## config.mk

```make
export PLATFORM = sky130hd
export DESIGN_NAME = upc_pipe_ctrl
export DESIGN_NICKNAME = d
export VERILOG_FILES = /design/src/verilog/upc_pkg.sv /design/src/verilog/upc_pipe_ctrl.sv
export SDC_FILE = /design/constraint.sdc
export NUM_CORES = 1
export LEC_CHECK = 0
export BUFFER_PORTS_ARGS = -buffer_cell sky130_fd_sc_hd__buf_2
export CAP_MARGIN = 30
export CORE_MARGIN = 5
export CORE_UTILIZATION = 41
export DETAILED_ROUTE_END_ITERATION = 6
export PLACE_DENSITY_LB_ADDON = 0.08
export SYNTH_ARGS = -nofsm -noshare
export SYNTH_HDL_FRONTEND = slang
export SYNTH_SLANG_ARGS = --single-unit
```

## constraint.sdc

```tcl
create_clock -name sys_clk -period 1.6 [get_ports sys_clk]
set_input_delay 0.16 -clock sys_clk [delete_from_list [all_inputs] [get_ports sys_clk]]
set_output_delay 0.16 -clock sys_clk [all_outputs]
set_load 0.02 [all_outputs]
```

## src/verilog/upc_pkg.sv

```systemverilog
// upc_pkg: constants, field positions and carriers for the pipe control
// register block; assumes a 16-bit cpu register port on sys_clk.
package upc_pkg;

  // register layout
  localparam int unsigned UPC_REG_W = 16;
  localparam int unsigned UPC_BIT_BUF_ACCESS = 15;
  localparam int unsigned UPC_BIT_SPLIT_CLR = 13;
  localparam int unsigned UPC_BIT_SPLIT_FLAG = 12;
  localparam int unsigned UPC_BIT_AUTO_CLR = 9;
  localparam int unsigned UPC_BIT_FORCE_ZERO = 8;
  localparam int unsigned UPC_BIT_FORCE_ONE = 7;
  localparam int unsigned UPC_BIT_TOGGLE = 6;
  localparam int unsigned UPC_BIT_ACTIVE = 5;
  localparam int unsigned UPC_RESP_LSB = 0;
  localparam int unsigned UPC_RESP_W = 2;

  // reset values
  localparam logic [UPC_REG_W-1:0] UPC_READ_ZERO = 16'h0000;
  localparam logic UPC_AUTO_CLR_RST = 1'h0;
  localparam logic UPC_TOGGLE_RST = 1'h0;
  localparam logic UPC_SPLIT_RST = 1'h0;

  // response select codes
  localparam logic [UPC_RESP_W-1:0] UPC_SEL_NAK = 2'h0;
  localparam logic [UPC_RESP_W-1:0] UPC_SEL_BUF = 2'h1;
  localparam logic [UPC_RESP_W-1:0] UPC_SEL_STALL_A = 2'h2;
  localparam logic [UPC_RESP_W-1:0] UPC_SEL_STALL_B = 2'h3;

  // transfer type of the pipe
  typedef enum logic [1:0] {
    UPC_TYPE_OFF  = 2'h0,
    UPC_TYPE_BULK = 2'h1,
    UPC_TYPE_INTR = 2'h2,
    UPC_TYPE_ISO  = 2'h3
  } upc_type_t;

  // token kind from the link side
  typedef enum logic [1:0] {
    UPC_TOK_OUT  = 2'h0,
    UPC_TOK_IN   = 2'h1,
    UPC_TOK_PING = 2'h2,
    UPC_TOK_NONE = 2'h3
  } upc_token_t;

  // handshake answer to a token
  typedef enum logic [2:0] {
    UPC_ANS_SILENT = 3'h0,
    UPC_ANS_NAK    = 3'h1,
    UPC_ANS_ACK    = 3'h2,
    UPC_ANS_NYET   = 3'h3,
    UPC_ANS_STALL  = 3'h4,
    UPC_ANS_DATA   = 3'h5,
    UPC_ANS_ZLP    = 3'h6,
    UPC_ANS_DROP   = 3'h7
  } upc_answer_t;

  // pipe setup and buffer state seen by the block
  typedef struct packed {
    upc_type_t xfer_type;
    logic dir_tx;
    logic host_mode;
    logic buf_rx_ok;
    logic buf_tx_ok;
    logic buf_last_space;
  } upc_pipe_t;

  // one token offered by the link engine
  typedef struct packed {
    logic valid;
    upc_token_t kind;
  } upc_tok_t;

endpackage

```

## src/verilog/upc_pipe_ctrl.sv

```systemverilog
// upc_pipe_ctrl: one pipe's control and status register with split,
// toggle, auto buffer clear and handshake select logic.
// assumes cpu port and link engine signals are on sys_clk already.
// Notes on behaviour
// - bit 15 reads 1 when the cpu may access the pipe buffer.
// - writing 1 to bit 13 clears the split flag; 0 does nothing.
// - bit 12 reads 1 during complete-split, else 0.
// - bit 9 is a read/write auto buffer clear mode bit.
// - writing 1 then 0 to bit 9 discards all pipe buffer content.
// - in host mode, auto clear on interrupt pipe resets interval count.
// - auto clear also resets ready-on-finish and transaction count flags.
// - writing 1 to bit 8 forces next toggle to DATA0; reads 0.
// - writing 1 to bit 7 forces next toggle to DATA1 unless bit 8 is also 1; reads 0.
// - bit 6 shows the expected next toggle, updated by hardware.
// - bit 5 reads 1 while the current bus transaction uses the pipe.
// - bits 1-0 select NAK, buffer-driven or STALL; both sides write.
// - NAK select: bulk/interrupt answer NAK; iso or disabled stay silent.
// - buffer select, bulk receive: ACK or NYET if room, else NAK.
// - STALL select: bulk/interrupt answer STALL; iso stays silent.
`timescale 1ns/100ps

module upc_pipe_ctrl
  import upc_pkg::*;
(
  // clock and reset
  input wire logic sys_clk,
  input wire logic rst_b,
  // cpu register port
  input wire logic reg_wr,
  input wire logic [UPC_REG_W-1:0] reg_wdata,
  output logic [UPC_REG_W-1:0] reg_rdata_q,
  // pipe setup and buffer state
  input wire upc_pipe_t pipe_cfg,
  input wire logic buf_access,
  input wire logic pipe_active,
  // link engine events
  input wire logic split_enter_cs,
  input wire logic split_leave_cs,
  input wire logic toggle_advance,
  input wire logic hw_set_nak,
  input wire upc_tok_t token,
  // answers and clear strobes
  output logic ans_valid_q,
  output upc_answer_t ans_code_q,
  output logic toggle_q,
  output logic buf_clear_q,
  output logic interval_reset_q,
  output logic finish_flag_reset_q,
  output logic count_flag_reset_q
);

  // stall codes share one meaning
  function automatic logic is_stall(input logic [UPC_RESP_W-1:0] sel);
    is_stall = (sel == UPC_SEL_STALL_A) || (sel == UPC_SEL_STALL_B);
  endfunction

  // answer for a token given select, setup and buffer state
  function automatic upc_answer_t answer_of(
    input logic [UPC_RESP_W-1:0] sel,
    input upc_pipe_t cfg,
    input upc_token_t kind
  );
    logic hs_pipe;
    hs_pipe = (cfg.xfer_type == UPC_TYPE_BULK) ||
              (cfg.xfer_type == UPC_TYPE_INTR);
    answer_of = UPC_ANS_SILENT;
    if (!hs_pipe) begin
      // iso and disabled pipes never handshake
      if (sel == UPC_SEL_BUF && cfg.xfer_type == UPC_TYPE_ISO) begin
        if (cfg.dir_tx)
          answer_of = cfg.buf_tx_ok ? UPC_ANS_DATA : UPC_ANS_ZLP;
        else if (kind == UPC_TOK_OUT)
          answer_of = cfg.buf_rx_ok ? UPC_ANS_SILENT : UPC_ANS_DROP;
      end
    end else if (is_stall(sel)) begin
      answer_of = UPC_ANS_STALL;
    end else if (sel == UPC_SEL_NAK) begin
      answer_of = UPC_ANS_NAK;
    end else if (cfg.dir_tx) begin
      answer_of = cfg.buf_tx_ok ? UPC_ANS_DATA : UPC_ANS_NAK;
    end else if (!cfg.buf_rx_ok) begin
      answer_of = UPC_ANS_NAK;
    end else if (kind == UPC_TOK_PING) begin
      answer_of = UPC_ANS_ACK;
    end else if (cfg.xfer_type == UPC_TYPE_BULK && cfg.buf_last_space) begin
      answer_of = UPC_ANS_NYET;
    end else begin
      answer_of = UPC_ANS_ACK;
    end
  endfunction

  // register state
  logic split_q, split_d;
  logic auto_clr_q, auto_clr_d;
  logic toggle_d;
  logic [UPC_RESP_W-1:0] sel_q, sel_d;
  logic [UPC_REG_W-1:0] reg_rdata_d;
  logic buf_clear_d, interval_reset_d;
  logic finish_flag_reset_d, count_flag_reset_d;
  logic ans_valid_d;
  upc_answer_t ans_code_d;
  logic wr_split_clr, wr_zero, wr_one, clr_fire;

  // write strobes act only in the write cycle, nothing is kept
  // one-cycle triggers
  assign wr_split_clr = reg_wr && reg_wdata[UPC_BIT_SPLIT_CLR];
  assign wr_zero = reg_wr && reg_wdata[UPC_BIT_FORCE_ZERO];
  assign wr_one = reg_wr && reg_wdata[UPC_BIT_FORCE_ONE];

  // auto clear fires on the 1 then 0 write of the mode bit
  // falling mode bit
  assign clr_fire = reg_wr && auto_clr_q && !reg_wdata[UPC_BIT_AUTO_CLR];

  // next state of the control and status bits
  always_comb begin
    split_d = split_q;
    if (wr_split_clr)
      split_d = 1'b0;
    if (split_leave_cs)
      split_d = 1'b0;
    if (split_enter_cs)
      split_d = 1'b1; // a set beats a same-cycle clear

    auto_clr_d = reg_wr ? reg_wdata[UPC_BIT_AUTO_CLR] : auto_clr_q;

    toggle_d = toggle_q;
    if (toggle_advance)
      toggle_d = ~toggle_q;
    if (wr_zero)
      toggle_d = 1'b0;
    if (wr_one && !wr_zero)
      toggle_d = 1'b1;

    sel_d = sel_q;
    if (reg_wr)
      sel_d = reg_wdata[UPC_RESP_LSB +: UPC_RESP_W];
    if (hw_set_nak)
      sel_d = UPC_SEL_NAK; // hardware set wins over software
  end

  // registers of the control and status bits
  always_ff @(posedge sys_clk or negedge rst_b) begin
    if (!rst_b) begin
      split_q <= UPC_SPLIT_RST;
      auto_clr_q <= UPC_AUTO_CLR_RST;
      toggle_q <= UPC_TOGGLE_RST;
      sel_q <= UPC_SEL_NAK;
    end else begin
      split_q <= split_d;
      auto_clr_q <= auto_clr_d;
      toggle_q <= toggle_d;
      sel_q <= sel_d;
    end
  end

  // clear strobes and read data
  always_comb begin
    buf_clear_d = clr_fire;
    interval_reset_d = clr_fire && pipe_cfg.host_mode &&
                       (pipe_cfg.xfer_type == UPC_TYPE_INTR);
    finish_flag_reset_d = clr_fire;
    count_flag_reset_d = clr_fire;

    reg_rdata_d = UPC_READ_ZERO;
    reg_rdata_d[UPC_BIT_BUF_ACCESS] = buf_access;
    reg_rdata_d[UPC_BIT_SPLIT_FLAG] = split_q;
    reg_rdata_d[UPC_BIT_AUTO_CLR] = auto_clr_q;
    reg_rdata_d[UPC_BIT_TOGGLE] = toggle_q;
    reg_rdata_d[UPC_BIT_ACTIVE] = pipe_active;
    reg_rdata_d[UPC_RESP_LSB +: UPC_RESP_W] = sel_q;
  end

  // registers of the strobes and read data
  always_ff @(posedge sys_clk or negedge rst_b) begin
    if (!rst_b) begin
      buf_clear_q <= 1'b0;
      interval_reset_q <= 1'b0;
      finish_flag_reset_q <= 1'b0;
      count_flag_reset_q <= 1'b0;
      reg_rdata_q <= UPC_READ_ZERO;
    end else begin
      buf_clear_q <= buf_clear_d;
      interval_reset_q <= interval_reset_d;
      finish_flag_reset_q <= finish_flag_reset_d;
      count_flag_reset_q <= count_flag_reset_d;
      reg_rdata_q <= reg_rdata_d;
    end
  end

  // token answer, one cycle after the token
  always_comb begin
    ans_valid_d = token.valid && (token.kind != UPC_TOK_NONE);
    ans_code_d = UPC_ANS_SILENT;
    if (ans_valid_d)
      ans_code_d = answer_of(sel_q, pipe_cfg, token.kind);
  end

  // answer registers
  always_ff @(posedge sys_clk or negedge rst_b) begin
    if (!rst_b) begin
      ans_valid_q <= 1'b0;
      ans_code_q <= UPC_ANS_SILENT;
    end else begin
      ans_valid_q <= ans_valid_d;
      ans_code_q <= ans_code_d;
    end
  end

endmodule

```

==> metrics <==
placed insts 130; Leakage Power 0.577 nW; antenna fix cells 0; summed instance area of the synthesized netlist just under 800 um^2; Period Utilization, post-route 0.699; cell chosen for the clock root clkbuf_4; upper clock frequency limit 894 MHz; clock skew 0.00129 ns; total clock sinks 18; power density of the placed cells 928 mW/mm^2; share of async-settable or async-resettable flops after synthesis 1.00; depth of the most critical reg-to-reg path 4; Setup Buffers After CTS 0; most repeated cell in the gate-level netlist after synthesis dfrtp_1; critical path startpoint category flip-flop; number of distinct library cell variants in the gate-level netlist after synthesis 25; Final Hold Violating Endpoints 0; number of top-level design ports 60; die boundary height 53.9 um; number of cells produced by synthesis 69; starting DRC count in detailed routing 1; leading cell types by total area after synthesis dfrtp_1 57%, buf_4 10%, ha_1 4.8%; clock latency at the later pin of the worst-skew pair approximately 0.28 ns; clock tree from TritonCTS yes; cell type contributing the most total cell area after synthesis dfrtp_1; Residual DRC 0; Critical Path Fanout Max 5; Final GP Congestion between 0.7 and 0.8; unrepaired setup endpoints after global routing no; share of layout cells above drive strength 1 0.420; horizontal die dimension ~54 um; global-route wire length before repair 2210 um; result of the run finished clean; count of pins over their slew limit 0; via count of the first global-routing pass approximately 550; WL final roughly 1500 um; buffers added on ports 40; initial core utilization 0.443; instance count along the most critical hold path 2; reg2reg setup slack 0.48 ns; final-layout setup total negative slack 0 ns; Row Count 15; average cell area after synthesis approximately 11 um^2; area taken by multi-input logic gates 264 um^2; Primary FF master, synth dfrtp_1; synthesis-to-layout area growth 30.6%; Initial DRT Pass Iterations 4; via count 603; worst path required time 1.82 ns; pin count of the biggest net entering global routing 19; antenna-violating nets left 0; proportion of synthesized chip area in sequential cells 0.571; Via-to-Cell Ratio about 4.4; Reg-to-Reg End ans_code_q[0]; Detailed Place HPWL about 1300 um; worst IR drop on VDD 0.399 mV; Total Die Area slightly below 0.003 mm^2; sort of element at the end of the critical path flip-flop; Clock Tree Buf Depth 2; post-synthesis sequential element count 18; Yosys top cell area share 0.571; number of antenna violations at the first check in global routing 0; H-tree depth 1; end point of the most critical hold path sel_q[1]; sequential cell area between 400 and 500 um^2; most used standard cells in the synthesized netlist 18 x dfrtp_1, 11 x buf_4, 5 x inv_1, 5 x nor2_1, 4 x nand2_1; fin cells 137; worst endpoint data arrival time about 1.3 ns; post-CTS sizing 0; worst reg2reg path startpoint sel_q[0]; clock transition time at the flip-flop clock pins of the worst setup and hold paths 0.09 ns; nets 151; final number of setup-violating endpoints 0; WS Path Type reg -> reg; Hold Path Class in -> reg; final-layout fill cell count around 170; leftover overflow at the end of global routing 0; number of warnings issued by yosys 0; count of flip-flops with a built-in enable after synthesis 0; average wire length per cell after detail routing approximately 11 um; global routing usage summed across all routing layers 0.113; max-capacitance violation count 0; core region area roughly 0.0018 mm^2; total clock buffers created by CTS 3; beginning of the worst hold path hw_set_nak; time the worst path needs with I/O delays and setup around 1.1 ns
-- logic make-up after synthesis --
group	share of synthesized area
xor+xnor	0.0111
simple gates	0.0903
other cells	0.00475
mux	0.0396
flops	0.571
buf+inv	0.133
compound gates	0.103
fa+ha+maj	0.0475
-- worst max-delay path by stage --
| stage | startpoint | end | slack (ns) | depth (start not counted) |
|---|---|---|---|---|
| global route | sel_q[0] | ans_code_q[0] | 0.42 | 4 |
| floorplan | pipe_cfg[5] | ans_code_q[0] | 0.54 | 4 |
| global placement | token[1] | ans_code_q[2] | 0.39 | 5 |
| finish | sel_q[0] | ans_code_q[0] | 0.48 | 4 |
| CTS | sel_q[0] | ans_code_q[0] | 0.48 | 4 |
| detailed placement | pipe_cfg[5] | ans_code_q[0] | 0.37 | 5 |
-- metal layers --
metal / track usage / up-vias / part of all wire
met5: 0 / - / 0
met2: 0.177 / 35 / 0.46
met1: 0.127 / 268 / 0.37
met3: 0.0249 / 5 / 0.13
met4: 0.102 / 0 / 0.036
li1: - / 295 / -
-- critical path, stage by stage (launching register included) --
cell and delay, ns:
dfrtp_1 0.44, nand3b_1 0.13, a31oi_1 0.05, or3_1 0.32, a21oi_2 0.12
-- layout by cell type, fill, tap and decap left out --
master / synthesis / routed
conb_1: 1 / 9
buf_2: 0 / 40
a31oi_1: 1 / 1
a211oi_2: 1 / 1
nand2b_1: 1 / 1
a21boi_1: 1 / 1
or3_1: 2 / 2
xor2_1: 1 / 1
and3_1: 1 / 1
nand3b_1: 1 / 1
a31o_1: 1 / 1
nor2_1: 5 / 5
ha_1: 3 / 3
a311oi_1: 1 / 1
clkbuf_8: 0 / 1
o21ai_2: 1 / 1
nor3_1: 1 / 1
dlygate4sd3_1: 0 / 3
clkbuf_4: 0 / 3
a21oi_1: 3 / 3
mux2_1: 1 / 1
inv_1: 5 / 5
o21ai_0: 1 / 1
nand2_1: 4 / 4
dfrtp_1: 18 / 18
a21oi_2: 1 / 1
mux2i_1: 2 / 2
-- power by group --
group	total, W	switching, W	leakage (nW)	internal [W]
registers	0.000504	0.0000160	0.226	0.000488
clock network	0.000267	0.000128	0.0210	0.000139
logic	0.000186	0.000116	0.330	0.0000705
total	0.000957	0.000260	0.577	0.000697
-- repair_timing --
action | CTS | global route
endpoints found under the hold margin | 20 | 0
hold buffers | 3 | 0
endpoints found under the setup margin | 0 | 0
-- flip-flops by register name, indices dropped and copies added (netlist names) --
signal	cells
ans_code_q	3
ans_valid_q	1
auto_clr_q	1
count_flag_reset_q	1
interval_reset_q	1
reg_rdata_q	7
sel_q	2
split_q	1
toggle_q	1
-- area by class of cell --
class / instances / share of cell area
clock buffer: 4 / 0.0352
tap: 25 / 0.0303
inverter: 5 / 0.0182
sequential: 18 / 0.437
multi-input combinational: 42 / 0.256
timing repair buffer: 43 / 0.223
-- through the flow --
step / cell area (um^2) / hold WS (ns) / utilization / power (W) / setup slack, ns
after floorplan: 820 / -0.136 / - / 0.000637 / 0.542
final: 1030 / 0.0290 / 0.578 / 0.000957 / 0.481
after detailed placement: 965 / 0.100 / 0.541 / 0.000697 / 0.366
after CTS: 1030 / 0.0158 / 0.578 / 0.000971 / 0.479
after global placement: 965 / 0.102 / 0.541 / 0.000693 / 0.385
after global routing: 1030 / 0.0191 / 0.578 / 0.00101 / 0.422
Power figures use the tool's default switching activity.
